--- src/rtl/sgc_pkg.sv ---
// constants for the switch global control register bank
package sgc_pkg;
  // register offsets
  localparam logic [7:0] OFS_STORM_HIGH_VID = 8'h06;
  localparam logic [7:0] OFS_STORM_LOW = 8'h07;
  localparam logic [7:0] OFS_FACTORY_A = 8'h08;
  localparam logic [7:0] OFS_FACTORY_B = 8'h09;
  localparam logic [7:0] OFS_FACTORY_C = 8'h0A;
  localparam logic [7:0] OFS_CLK_LED_PWR = 8'h0B;
  // field positions
  localparam int BIT_NULL_VID = 3;
  localparam int BIT_STORM_HIGH_MSB = 2;
  localparam int BIT_SWITCH_MAC_THREE_EDGE = 7;
  localparam int BIT_SWITCH_MAC_FOUR_EDGE = 6;
  localparam int BIT_PHY_SAVE = 3;
  localparam int BIT_LED_MODE = 1;
  localparam int BIT_SMI_EDGE = 0;
  // reset values
  localparam logic [2:0] RST_STORM_HIGH = 3'h0;
  localparam logic [7:0] RST_STORM_LOW = 8'h4A;
  localparam logic [7:0] RST_FACTORY_A = 8'h00;
  localparam logic [7:0] RST_FACTORY_B = 8'h4C;
  localparam logic [7:0] RST_FACTORY_C = 8'h00;
  // widths
  localparam int VID_W = 12;
  localparam int STORM_W = 11;
  // storm period timing
  localparam longint CLK_HZ = 20000000;
  localparam longint PERIOD_FAST_MS = 50;
  localparam longint PERIOD_SLOW_MS = 500;
  localparam int PERIOD_FAST_CYCLES = int'(PERIOD_FAST_MS * CLK_HZ / 1000);
  localparam int PERIOD_SLOW_RATIO = int'(PERIOD_SLOW_MS / PERIOD_FAST_MS);
endpackage : sgc_pkg

--- src/rtl/sgc_regs.sv ---
// switch global control registers with the logic they steer
`timescale 1ns/1ns
// Operation
// RULE1: null vlan identifier replaced by port default
// RULE2: eleven-bit storm threshold from two registers
// RULE3: storm period 50 ms fast, 500 ms slow
// RULE4: storm threshold resets to 0x04A
// RULE5: port three edge bit selects sampling edge
// RULE6: port four edge bit selects sampling edge
// RULE7: led mode strapped, selects led mapping
// RULE8: bit zero picks serial read edge
// RULE9: factory and reserved bits ignore writes
// RULE10: power save bit drives phy power saving
module sgc_regs #(
  parameter int NUM_PORTS = 4,
  parameter int FAST_PERIOD_CYCLES = sgc_pkg::PERIOD_FAST_CYCLES
) (
  // clock and reset
  input wire logic ref_clk_in,
  input wire logic rst_in,
  // register port from the serial management engine
  input wire logic [7:0] reg_addr_in,
  input wire logic [7:0] reg_wdata_in,
  input wire logic reg_wr_in,
  input wire logic reg_rd_in,
  output logic [7:0] reg_rdata_out,
  output logic reg_rvalid_out,
  // strap pin
  input wire logic port_four_rx_bit0_strap_in,
  // tag path
  input wire logic vid_valid_in,
  input wire logic [sgc_pkg::VID_W-1:0] vid_in,
  input wire logic [sgc_pkg::VID_W-1:0] port_default_vid_in,
  output logic vid_valid_out,
  output logic [sgc_pkg::VID_W-1:0] vid_out,
  // storm protection
  input wire logic [NUM_PORTS-1:0] port_speed_10m_in,
  output logic [sgc_pkg::STORM_W-1:0] storm_threshold_out,
  output logic [NUM_PORTS-1:0] storm_period_tick_out,
  // port status for leds
  input wire logic [NUM_PORTS-1:0] link_in,
  input wire logic [NUM_PORTS-1:0] activity_in,
  input wire logic [NUM_PORTS-1:0] speed_100_in,
  input wire logic [NUM_PORTS-1:0] full_duplex_in,
  output logic [NUM_PORTS-1:0] port_led_a_out,
  output logic [NUM_PORTS-1:0] port_led_b_out,
  // control levels
  output logic switch_mac_three_rx_negedge_out,
  output logic switch_mac_four_rx_negedge_out,
  output logic phy_power_save_out,
  output logic smi_read_edge_out,
  output logic led_mode_out
);

  localparam int CNT_W = $clog2(FAST_PERIOD_CYCLES);
  localparam logic [CNT_W-1:0] CNT_LAST = CNT_W'(FAST_PERIOD_CYCLES - 1);
  localparam logic [3:0] SLOW_LAST = 4'(sgc_pkg::PERIOD_SLOW_RATIO - 1);

  // register state
  logic null_vid_replace;
  logic [2:0] storm_high;
  logic [7:0] storm_low;
  logic switch_mac_three_edge;
  logic switch_mac_four_edge;
  logic phy_save;
  logic led_mode;
  logic smi_edge;

  // strap capture
  logic strap_s1;
  logic strap_s2;
  // counts edges since release until the synchroniser holds the pin
  logic [1:0] strap_cnt;

  // period timer
  logic [CNT_W-1:0] period_cnt;
  logic [3:0] slow_cnt;

  function automatic logic [sgc_pkg::VID_W-1:0] replace_vid(input logic en,
      input logic [sgc_pkg::VID_W-1:0] rx, input logic [sgc_pkg::VID_W-1:0] dflt);
    replace_vid = (en && rx == '0) ? dflt : rx;
  endfunction : replace_vid

  // decode
  wire wr_high = reg_wr_in && reg_addr_in == sgc_pkg::OFS_STORM_HIGH_VID;
  wire wr_low = reg_wr_in && reg_addr_in == sgc_pkg::OFS_STORM_LOW;
  wire wr_ctl = reg_wr_in && reg_addr_in == sgc_pkg::OFS_CLK_LED_PWR;
  wire fast_tick = period_cnt == CNT_LAST;
  wire slow_tick = fast_tick && slow_cnt == SLOW_LAST;
  wire [NUM_PORTS-1:0] lnk_act = link_in & ~activity_in;
  wire [NUM_PORTS-1:0] next_led_b = led_mode ? (lnk_act & speed_100_in) : lnk_act; // [RULE7]
  wire [NUM_PORTS-1:0] next_led_a = led_mode ? full_duplex_in : speed_100_in; // [RULE7]
  wire [NUM_PORTS-1:0] next_tick = {NUM_PORTS{fast_tick}} & (~port_speed_10m_in | {NUM_PORTS{slow_tick}});
  wire [7:0] ctl_read = {switch_mac_three_edge, switch_mac_four_edge, 2'b00, phy_save, 1'b0, led_mode, smi_edge};

  // factory and reserved bits have no storage, so writes to them cannot land
  logic [7:0] next_rdata;
  always_comb begin
    unique case (reg_addr_in)
      sgc_pkg::OFS_STORM_HIGH_VID: next_rdata = {4'h0, null_vid_replace, storm_high};
      sgc_pkg::OFS_STORM_LOW: next_rdata = storm_low;
      sgc_pkg::OFS_FACTORY_A: next_rdata = sgc_pkg::RST_FACTORY_A; // [RULE9]
      sgc_pkg::OFS_FACTORY_B: next_rdata = sgc_pkg::RST_FACTORY_B; // [RULE9]
      sgc_pkg::OFS_FACTORY_C: next_rdata = sgc_pkg::RST_FACTORY_C; // [RULE9]
      sgc_pkg::OFS_CLK_LED_PWR: next_rdata = ctl_read;
      default: next_rdata = 8'h00;
    endcase
  end

  always_ff @(posedge ref_clk_in or posedge rst_in) begin
    if (rst_in) begin
      reg_rdata_out <= 8'h00;
      reg_rvalid_out <= 1'b0;
    end else begin
      reg_rvalid_out <= reg_rd_in;
      if (reg_rd_in) begin
        reg_rdata_out <= next_rdata;
      end
    end
  end

  always_ff @(posedge ref_clk_in or posedge rst_in) begin
    if (rst_in) begin
      null_vid_replace <= 1'b0;
      storm_high <= sgc_pkg::RST_STORM_HIGH; // [RULE4]
      storm_low <= sgc_pkg::RST_STORM_LOW; // [RULE4]
    end else begin
      if (wr_high) begin
        null_vid_replace <= reg_wdata_in[sgc_pkg::BIT_NULL_VID];
        storm_high <= reg_wdata_in[sgc_pkg::BIT_STORM_HIGH_MSB:0]; // [RULE2]
      end
      if (wr_low) begin
        storm_low <= reg_wdata_in; // [RULE2]
      end
    end
  end

  always_ff @(posedge ref_clk_in or posedge rst_in) begin
    if (rst_in) begin
      switch_mac_three_edge <= 1'b0;
      switch_mac_four_edge <= 1'b0;
      phy_save <= 1'b0;
      smi_edge <= 1'b0;
    end else if (wr_ctl) begin
      switch_mac_three_edge <= reg_wdata_in[sgc_pkg::BIT_SWITCH_MAC_THREE_EDGE]; // [RULE5]
      switch_mac_four_edge <= reg_wdata_in[sgc_pkg::BIT_SWITCH_MAC_FOUR_EDGE]; // [RULE6]
      phy_save <= reg_wdata_in[sgc_pkg::BIT_PHY_SAVE]; // [RULE10]
      smi_edge <= reg_wdata_in[sgc_pkg::BIT_SMI_EDGE]; // [RULE8]
    end
  end

  // the strap is caught once, at the third edge after release, when the second flop
  // finally holds the pin; earlier loads would only see the reset zero of the chain.
  // a write in that same cycle loses to it
  always_ff @(posedge ref_clk_in or posedge rst_in) begin
    if (rst_in) begin
      strap_s1 <= 1'b0;
      strap_s2 <= 1'b0;
      strap_cnt <= 2'h0;
      led_mode <= 1'b0;
    end else begin
      strap_s1 <= port_four_rx_bit0_strap_in;
      strap_s2 <= strap_s1;
      if (strap_cnt != 2'h3) begin
        strap_cnt <= strap_cnt + 2'h1;
      end
      if (strap_cnt == 2'h2) begin
        led_mode <= strap_s2; // [RULE7]
      end else if (wr_ctl) begin
        led_mode <= reg_wdata_in[sgc_pkg::BIT_LED_MODE]; // [RULE7]
      end
    end
  end

  // one base timer serves every port; slow ports take every tenth fast tick
  always_ff @(posedge ref_clk_in or posedge rst_in) begin
    if (rst_in) begin
      period_cnt <= '0;
      slow_cnt <= 4'h0;
      storm_period_tick_out <= '0;
    end else begin
      period_cnt <= fast_tick ? '0 : period_cnt + 1'b1; // [RULE3]
      if (fast_tick) begin
        slow_cnt <= slow_tick ? 4'h0 : slow_cnt + 4'h1; // [RULE3]
      end
      storm_period_tick_out <= next_tick; // [RULE3]
    end
  end

  always_ff @(posedge ref_clk_in or posedge rst_in) begin
    if (rst_in) begin
      vid_valid_out <= 1'b0;
      vid_out <= '0;
      port_led_a_out <= '0;
      port_led_b_out <= '0;
    end else begin
      vid_valid_out <= vid_valid_in;
      vid_out <= replace_vid(null_vid_replace, vid_in, port_default_vid_in); // [RULE1]
      port_led_a_out <= next_led_a;
      port_led_b_out <= next_led_b;
    end
  end

  assign storm_threshold_out = {storm_high, storm_low}; // [RULE2]
  assign switch_mac_three_rx_negedge_out = switch_mac_three_edge; // [RULE5]
  assign switch_mac_four_rx_negedge_out = switch_mac_four_edge; // [RULE6]
  assign phy_power_save_out = phy_save; // [RULE10]
  assign smi_read_edge_out = smi_edge; // [RULE8]
  assign led_mode_out = led_mode;
endmodule : sgc_regs
--- config.mk ---
export PLATFORM = sky130hd
export DESIGN_NAME = sgc_regs
export DESIGN_NICKNAME = d
export VERILOG_FILES = /design/src/rtl/sgc_pkg.sv /design/src/rtl/sgc_regs.sv
export SDC_FILE = /design/constraint.sdc
export NUM_CORES = 1
export LEC_CHECK = 0
export BUFFER_PORTS_ARGS = -buffer_cell sky130_fd_sc_hd__buf_2
export CORE_MARGIN = 4
export CORE_UTILIZATION = 40
export DETAILED_ROUTE_END_ITERATION = 6
export PLACE_DENSITY_LB_ADDON = 0.05
export SLEW_MARGIN = 20
export SYNTH_ARGS = -nofsm -noshare
export SYNTH_HDL_FRONTEND = slang
export SYNTH_SLANG_ARGS = --single-unit
--- constraint.sdc ---
create_clock -name ref_clk_in -period 2.7 [get_ports ref_clk_in]
set_input_delay 0.54 -clock ref_clk_in [delete_from_list [all_inputs] [get_ports ref_clk_in]]
set_output_delay 0.54 -clock ref_clk_in [all_outputs]
set_load 0.03 [all_outputs]
==> results of run 1 <==
## flip-flops by register name (all words and copies together), names as in the netlist
signal / cells
period_cnt: 20
vid_out: 12
reg_rdata_out: 8
storm_low: 8
port_led_a_out: 4
port_led_b_out: 4
slow_cnt: 4
storm_period_tick_out: 4
storm_high: 3
strap_cnt: 2
led_mode_out: 1
null_vid_replace: 1
phy_power_save_out: 1
reg_rvalid_out: 1
smi_read_edge_out: 1
strap_s1: 1
strap_s2: 1
switch_mac_four_rx_negedge_out: 1
switch_mac_three_rx_negedge_out: 1
vid_valid_out: 1
## layer usage
layer	track usage, %	routed length [microns]	vias to the layer above
met2	25.3	3720	64
li1	-	-	1244
met1	19.7	3270	1235
met3	3.46	456	9
met4	5.28	78	0
met5	0	0	-
## worst paths after layout
check / start / endpoint / slack (ps) / cells after the start
worst max-delay path: reg_addr_in[5] / storm_low[4] / 840 / 5
worst min-delay path: rst_in / storm_period_tick_out[3] / 210 / 2
worst max register to register: period_cnt[0] / slow_cnt[3] / 860 / 5
worst min register to register: strap_s1 / strap_s2 / 350 / 0
max in group asynchronous: rst_in / storm_low[3] / 1810 / 3
min in group ref_clk_in: port_four_rx_bit0_strap_in / strap_s1 / 300 / 1
## critical path, stage by stage
cell	delay, ps
buf_2	110
nor4_4	380
and3_4	280
and2_1	390
mux2_2	390
## cells in the mapped netlist (8+ instances only)
library cell and count:
a21o_1 11, a21oi_1 8, dfrtp_1 76, inv_1 14
mux2_2 23, nand2_1 11, nand3_1 10, nor2_1 16
nor2b_1 9, o21ai_0 10, xor2_1 9
## metrics by stage
step           std cells  utilization, %  hold slack, ps  power (mW)
6_report             513            52.3             210        2.36
5_1_grt              513            52.3             233        2.49
4_1_cts              513            52.3             213        2.41
3_5_place_dp         497            49.8             336        1.49
3_3_place_gp         497            49.8             335        1.49
2_1_floorplan        283               -             331        1.38
## cells in the final DEF (no fill, tap or decap), types with 5 or more instances in the layout
master    synthesis  layout
buf_2             5     115
dfrtp_1          76      76
mux2_2           23      23
nor2_1           16      16
inv_1            14      13
nand2_1          11      11
a21o_1           11      11
nand3_1          10      10
o21ai_0          10      10
clkbuf_8          0      10
nor2b_1           9       9
xor2_1            9       9
a21oi_1           8       8
and4_1            5       5
xnor2_1           5       5
nand4_1           5       5
nor3b_1           5       5
ha_1              5       5
## final cells by class
cell class / instances / area, sq um / area share [%]
Multi-Input combinational cell: 181 / 1360 / 31.3
Timing Repair Buffer: 118 / 611 / 14.1
Tap cell: 105 / 131 / 3.03
Sequential cell: 79 / 1980 / 45.6
Inverter: 14 / 53.8 / 1.24
Clock inverter: 6 / 68.8 / 1.59
Clock buffer: 10 / 138 / 3.17
## kinds of logic after synthesis
| group | count (synthesis) | synth area share [%] |
|---|---|---|
| compound gates | 48 | 9.37 |
| xor+xnor | 14 | 3.57 |
| fa+ha+maj | 5 | 1.82 |
| buf+inv | 23 | 2.81 |
| flops | 79 | 57.7 |
| mux | 24 | 7.84 |
| simple gates | 90 | 16.9 |
## power by group
part           switching, mW  internal [mW]  total (mW)
clock                  0.441          0.457       0.898
combinational          0.141         0.0895       0.230
sequential            0.0181           1.22        1.23
==> metrics.txt, run 1 <==
Post-layout nets 474; portion of the post-synthesis area used by sequential elements 57.7%; Worst Setup Path Type input port to flip-flop; post-synth design cell area 0.00343 sq mm; number of slew-limit violations in the final report 0; top cells by area, synth dfrtp_1, mux2_2, a21o_1; number of failing hold endpoints at the final stage 0; detailed-route DRC error count 0; class of the most critical hold timing path input port to async pin; total routing usage reported by global routing 15.3%; Clock Skews 7.98 ps; Worst slew margin 53.4%; Clock Sinks 79; die extent in y 101 microns; Gate Count Post-Synth 283; maximum number of pins on one net before global-route repair 52; clock-pin slew reported for the worst setup and hold paths after clock tree synthesis 80 ps; signed area change from the synthesized netlist to the final layout 26.4%; Area after DPL 0.00413 sq mm; total number of H-tree levels 3; detail-routed net length per standard cell 14.7 microns; worst slack at placement 474 ps; syn_nets 354; post-cts sizing count 0; proportion of register bits with asynchronous set or reset after synthesis 100%; time the final worst path needs with I/O delays and setup 1860 ps; filler cell count in the final layout 761; mean post-synth cell area between 10 and 15 sq um; final design area excluding fillers around 0.0043 sq mm; Detail Route Antenna Nets 0; IO Pins approximately 120; run status finished clean; CTS Buf Count 9; dominant synthesized flop cell dfrtp_1; routability congestion estimate around 0.74; Core ar. between 0.008 and 0.009 sq mm; share of Yosys cell area claimed by the top area cell type 55.4%; number of violations reported at the end of detailed-routing iteration 0 38; Max rail drop VDD approximately 0.27 mV; total number of yosys warnings 0; via count of the first global-routing pass 2527; power per standard cell area 545 mW/mm^2; Max clock buf depth 2; number of buffers added for setup after CTS 0; overall overflow remaining after global route 0; total of hold buffers inserted after clock tree synthesis 0; number of enable flip-flop cells after synthesis 0; vias post-DR around 2600; number of flip-flops and latches in the synthesized netlist 79; count of final setup violators 0; placement row count 33; final worst-path setup slack between 800 and 900 ps; cell taking the most area after synthesis dfrtp_1; placed wire-length estimate after detailed placement 5.66 mm; number of unique standard cell types used by synthesis between 50 and 60; highest net fanout along the worst path 8; cell at the root of the clock tree clkbuf_8; area of the die 0.0101 sq mm; global-route wire length before repair 12.3 mm; detail-routed via count per cell ~5.0; antenna diode count 0; Setup crit start kind input port; Critical Path End Type flip-flop; initial antenna violation count 0; ratio of cells with drive above 1 in the final layout between 40% and 50%; Die Width 101 microns; setup tns final 0 ps; WP data required around 3000 ps; number of port buffers 115; detailed-router iteration count before antenna repair 4; fraction of the cycle the final worst path needs about 69%; max-cap violation count 0; maximum clock frequency between 500 and 600 MHz; TritonCTS clock tree yes; RSZ-0062 raised after global routing no; sum of routed wire length over all layers 7.53 mm; measured slew at the worst slew-check pin 697 ps; Arr. time, crit path between 2000 and 2500 ps; clock latency of the later-clocked register in the worst-skew pair 340 ps; initial cell density of the core 41.4%; leakage power figure 2.17 nW
Power figures use the tool's default switching activity.
==> run 2, diff against run 1 <==
- clock period: 2.7 -> 1.6 ns (I/O delays scaled with it)
==> run 2 against run 1 <==
  * Global-route usage is 0.32 points higher
  * Register-to-register slack worse by 860 ps
  * Highest routed layer unchanged
  * Sequential power is 69% higher
  * Cell count is 6.8% higher
  * Sequential share of layout area is 3.0 points lower
  * Sequential cell count stayed put
  * First-iteration DRC count is 84% higher
  * Largest power group unchanged
  * Combinational power is 77% higher
==> metrics.txt, run 2 (synthesized netlist as in run 1, its figures left out) <==
Worst Setup Path Type flip-flop to flip-flop; Hold WS 68.9 ps (-141 ps); detail-routed via count per cell 4.89 (-1.7%); Clock Skews 11.6 ps (+3.62 ps); top library cells by usage in the layout, fill and taps aside buf_2, dfrtp_1, buf_4; maximum clock frequency approximately 630 MHz; worst slack at placement -192 ps (-666 ps); largest registers ranked by flip-flop count period_cnt x20, vid_out x12; Max rail drop VDD 0.541 mV (+100%); clock-pin slew reported for the worst setup and hold paths after clock tree synthesis 80 ps (about the same); signed area change from the synthesized netlist to the final layout 35.4%; antenna diode count 0 (unchanged); Die Width 101 microns (unchanged); Largest stage delay, worst path 380 ps (about the same); total number of H-tree levels 3 (unchanged); sum of routed wire length over all layers 7.69 mm (+2.2%); measured slew at the worst slew-check pin 389 ps (-308 ps); leading cell type in the layout, fill and taps excluded buf_2; Clock Sinks 79 (unchanged); maximum number of pins on one net before global-route repair 50 (-3.8%); time the final worst path needs with I/O delays and setup 1600 ps; placement row count 33 (unchanged); placed wire-length estimate after detailed placement 5.90 mm (+4.1%); Post-layout nets 509 (+7.4%); Arr. time, crit path 1830 ps (-250 ps); detail-routed net length per standard cell 14.0 microns (-4.3%); count of final setup violators 0 (unchanged); CTS Buf Count 9 (unchanged); number of slew-limit violations in the final report 0 (unchanged); Detail Route Antenna Nets 0 (unchanged); run status finished clean; kind of cell with the highest combined delay on the critical path simple AND/OR/NAND/NOR gates; number of flip-flops under the largest register name 20 (unchanged); fraction of the cycle the final worst path needs between 90 and 100%; IO Pins 116 (unchanged); leakage power figure 2.36 nW (+8.7%); number of failing hold endpoints at the final stage 0 (unchanged); Setup crit start kind flip-flop; detailed-router iteration count before antenna repair 4 (unchanged); via count of the first global-routing pass 2698 (+6.8%); Top reg by flops period_cnt; Max clock buf depth 2 (unchanged); initial cell density of the core 41.4% (unchanged); highest net fanout along the worst path 5 (-3); class of the most critical hold timing path input port to flip-flop; global-route wire length before repair 12.4 mm (+0.67%); power per standard cell area 875 mW/mm^2 (+61%); vias post-DR 2680 (+5.0%); area of the die 0.0101 sq mm (unchanged); number of port buffers 115 (unchanged); overall overflow remaining after global route 0 (unchanged); total routing usage reported by global routing 15.6% (+0.32 points); cell at the root of the clock tree clkbuf_8; Worst slew margin 73.7% (+20 points); Critical Path End Type flip-flop; clock latency of the later-clocked register in the worst-skew pair 350 ps (about the same); number of violations reported at the end of detailed-routing iteration 0 70 (+84%); ratio of cells with drive above 1 in the final layout 48.5% (+6.1 points); detailed-route DRC error count 0 (unchanged); Core ar. 0.00830 sq mm (unchanged); TritonCTS clock tree yes; max-cap violation count 0 (unchanged); sum of buffers and inverters on the critical path 0 (-1); WP data required 1840 ps (-1090 ps); final worst-path setup slack 3.57 ps (-841 ps); routability congestion estimate 0.784 (+5.6%); initial antenna violation count 0 (unchanged); worst path cell trace ha_2, and3_4, nand3_2, nor3_1, mux2_2; die extent in y 101 microns (unchanged); RSZ-0062 raised after global routing yes; master of the slowest instance on the critical path dfrtp_1
==> run 2: cell types whose count changed in the layout (fill, tap and decap cells not counted), sizes merged <==
| cell | before | now |
|---|---|---|
| bufinv | 1 | 2 |
| buf | 118 | 152 |
| dlygate4sd3 | 0 | 1 |
| inv | 14 | 13 |
| clkinvlp | 1 | 2 |
| clkinv | 4 | 1 |
| clkbuf | 10 | 12 |
==> run 2: timing repair <==
action | CTS | global route
hold buffers | 1 | 0
cloned | 0 | 0
setup endpoints to repair | 6 | 20
buffers inserted | 0 | 1
resized for setup | 2 | 9
hold endpoints to repair | 9 | 0
==> run 2: power by group <==
part	switching, mW	total (mW)	internal [mW]
sequential	0.0286	2.08	2.05
combinational	0.244	0.406	0.162
clock	0.702	1.58	0.879
==> run 2: final timing paths <==
check                      slack (ps)  cells past startpoint                       start            to
min in group asynchronous         450                      3                      rst_in   slow_cnt[2]
setup / recovery                    4                      5               period_cnt[1]   slow_cnt[2]
hold reg to reg                   350                      0                    strap_s1      strap_s2
max in group asynchronous         580                      4                      rst_in  storm_low[1]
setup reg to reg                    4                      5               period_cnt[1]   slow_cnt[2]
hold / removal                     70                      1  port_four_rx_bit0_strap_in      strap_s1
==> run 2: metal layers <==
metal / track usage (%) / share of wire, % / wire (microns)
met2: 25.4 / 49 / 3800
met4: 6.74 / 2.2 / 171
met1: 19.0 / 41 / 3130
met5: 0 / 0 / 0
met3: 4.98 / 7.7 / 590
==> run 2: final cells by class <==
cell class,instances,area [sq um]
fillers,782,3650
flip-flops and latches,79,1980
multi-input cells,181,1390
repair buffers,153,880
clock buffers,12,135
well taps,105,131
clock inverters,4,72.6
inverters,14,56.3
==> run 2: per-stage QoR <==
stage	setup TNS (ps)	power (mW)	util [%]	instances	cell area [sq um]
6_report	0	4.07	56.0	548	4650
5_1_grt	-903	4.24	56.0	548	4650
4_1_cts	-91.9	4.14	55.6	547	4610
3_5_place_dp	-1870	2.53	53.0	530	4400
3_3_place_gp	-1700	2.53	53.0	530	4400
2_1_floorplan	0	2.33	-	283	3460
==> run 3, diff against run 2 <==
- MAX_ROUTING_LAYER: default -> met4
- SETUP_SLACK_MARGIN: default -> 0.05
- clock period: 1.6 -> 1.47 ns (I/O delays scaled with it)
==> run 3 against run 2 <==
  * The flow now finishes with violations (negative setup slack)
  * Die area stayed put
  * Register-to-register slack worse by 150 ps
  * Routed wire length is 10% higher
  * First-iteration DRC count is 31% higher
  * Via count is 5.5% higher
  * Clock-buffer cell count stayed put
  * Worst setup slack worse by 150 ps
  * Cell count is 3.6% higher
  * Worst hold slack worse by 22 ps
  * Core utilization is 5.5 points higher
  * Combinational power is 16% higher
  * Sequential share of layout area is 3.7 points lower
  * Critical path type unchanged
  * Critical endpoint is now slow_cnt[1]
  * Largest cell class unchanged
  * Highest routed layer unchanged
==> metrics.txt, run 3 (synthesized netlist as in run 1, its figures left out) <==
run status complete, but fails checks; violations in the final reports negative setup slack; Detail Route Antenna Nets 0 (unchanged); measured slew at the worst slew-check pin 451 ps (+62.5 ps); total routing usage reported by global routing 17.6% (+2.0 points); maximum clock frequency 618 MHz (-1.3%); detailed-router iteration count before antenna repair 4 (unchanged); maximum number of pins on one net before global-route repair 29 (-42%); overall overflow remaining after global route 0 (unchanged); number of placed instances with taps included 542 (+2.3%); number of port buffers 115 (unchanged); clock-pin slew reported for the worst setup and hold paths after clock tree synthesis 80 ps (about the same); time the final worst path needs with I/O delays and setup 1620 ps (+20.5 ps); highest net fanout along the worst path 5 (unchanged); master of the slowest instance on the critical path dfrtp_2; detail-routed via count per cell 4.98 (+1.8%); Top reg by flops period_cnt; number of standard cells in the final layout excluding fillers 568 (+3.6%); Critical Path End Type flip-flop; ratio of cells with drive above 1 in the final layout 56.4% (+7.8 points); worst path cell trace nor4b_4, nand4_4, nor2_4, mux2_4; detail-routed net length per standard cell 14.9 microns (+6.4%); final design area excluding fillers 0.00510 sq mm (+9.8%); signed area change from the synthesized netlist to the final layout 48.7%; Max rail drop VDD 0.492 mV (-9.0%); antenna diode count 0 (unchanged); number of failing hold endpoints at the final stage 0 (unchanged); placement row count 33 (unchanged); final worst-path setup slack -147 ps (-151 ps); cell at the root of the clock tree clkbuf_8; Max clock buf depth 2 (unchanged); TritonCTS clock tree yes; initial cell density of the core 41.4% (unchanged); die extent in y 101 microns (unchanged); Area after DPL 0.00453 sq mm (+3.1%); area of the die 0.0101 sq mm (unchanged); worst hold stages 1 (unchanged); global-route wire length before repair 13.6 mm (+9.9%); count of final setup violators 19 (+19); Die Width 101 microns (unchanged); sum of routed wire length over all layers 8.49 mm (+10%); CTS Buf Count 9 (unchanged); number of slew-limit violations in the final report 0 (unchanged); r2r worst-path depth 4 (-1); leakage power figure 2.54 nW (+7.7%); Worst Setup Path Type flip-flop to flip-flop; top library cells by usage in the layout, fill and taps aside buf_2, dfrtp_1, buf_4; Core ar. 0.00830 sq mm (unchanged); initial antenna violation count 0 (unchanged); Worst slew margin 69.6% (-4.1 points); number of flip-flops under the largest register name 20 (unchanged); IO Pins 116 (unchanged); Clock Sinks 79 (unchanged); Setup crit start kind flip-flop; number of violations reported at the end of detailed-routing iteration 0 92 (+31%); fraction of the cycle the final worst path needs 110% (+10 points); critical path depth 4 (-1); via count of the first global-routing pass 2832 (+5.0%); RSZ-0062 raised after global routing yes; max-cap violation count 0 (unchanged); Clock Skews 9.28 ps (-2.31 ps); Arr. time, crit path 1860 ps (+30 ps); routability congestion estimate 0.783 (-0.14%); filler cell count in the final layout 718 (-8.2%); Post-layout nets 529 (+3.9%); sum of buffers and inverters on the critical path 0 (unchanged); vias post-DR 2827 (+5.5%); kind of cell with the highest combined delay on the critical path simple AND/OR/NAND/NOR gates; total number of H-tree levels 3 (unchanged); detailed-route DRC error count 0 (unchanged); class of the most critical hold timing path input port to flip-flop; clock latency of the later-clocked register in the worst-skew pair 350 ps (about the same); largest registers ranked by flip-flop count period_cnt x20, vid_out x12; power per standard cell area 918 mW/mm^2 (+4.9%); placed wire-length estimate after detailed placement 6.40 mm (+8.6%); WP data required 1710 ps (-130 ps); Largest stage delay, worst path 430 ps (+50 ps); leading cell type in the layout, fill and taps excluded buf_2
## run 3: changes by cell type in the layout (fill, tap and decap cells not counted), sizes merged
| cell | delta |
|---|---|
| clkinvlp | -1 |
| buf | +19 |
| bufinv | +1 |
| clkbuf | +1 |
## run 3: worst paths after layout
kind	startpoint	endpoint	slack (ps)
max	period_cnt[8]	slow_cnt[1]	-150
max in group asynchronous	rst_in	led_mode_out	520
min	port_four_rx_bit0_strap_in	strap_s1	50
min in group asynchronous	rst_in	storm_low[2]	470
min reg2reg	strap_s1	strap_s2	350
max reg2reg	period_cnt[8]	slow_cnt[1]	-150
## run 3: cell type report
cell class / count / area (sq um) / area share, %
sequential: 79 / 1980 / 38.9
tap: 105 / 131 / 2.57
multi-input combinational: 181 / 1610 / 31.5
inverter: 14 / 56.3 / 1.10
timing repair buffer: 173 / 1080 / 21.3
clock buffer: 12 / 145 / 2.84
clock inverter: 4 / 95.1 / 1.86
## run 3: what timing repair did
action,4_1_cts,5_1_grt
cloned,0,1
resized for setup,24,44
hold buffers,1,0
buffers inserted,4,5
endpoints found under the hold margin,8,0
pin swaps,12,15
setup endpoints to repair,23,38
## run 3: worst reg2reg max path: cells and delay by family (launching register included)
kind | cells | cell delay, ps
simple gates | 3 | 770
flops | 1 | 430
mux | 1 | 320
## run 3: where the power goes
group          switching (mW)  internal (mW)  leakage [nW]  total, mW
Clock                   0.771           1.17         0.121       1.95
Sequential             0.0342           2.23          1.01       2.27
Combinational           0.273          0.196          1.41      0.469
## run 3: stage by stage
step,worst slack [ps],util (%),power [mW],hold slack [ps],TNS (ps)
2_1_floorplan,-92.6,-,2.54,325,-698
4_1_cts,-128,59.1,4.72,35.5,-1140
3_3_place_gp,-217,54.6,2.77,286,-4710
3_5_place_dp,-240,54.6,2.77,289,-6170
5_1_grt,-218,61.5,4.88,28.8,-2980
6_report,-147,61.5,4.68,46.4,-1590
## run 3: layer usage
layer	up-vias	global-route usage [%]	share of wire [%]
li1	1362	-	-
met1	1363	22.2	42
met2	86	28.1	50
met3	16	3.11	6.0
met4	0	7.15	2.1
met5	-	-	0
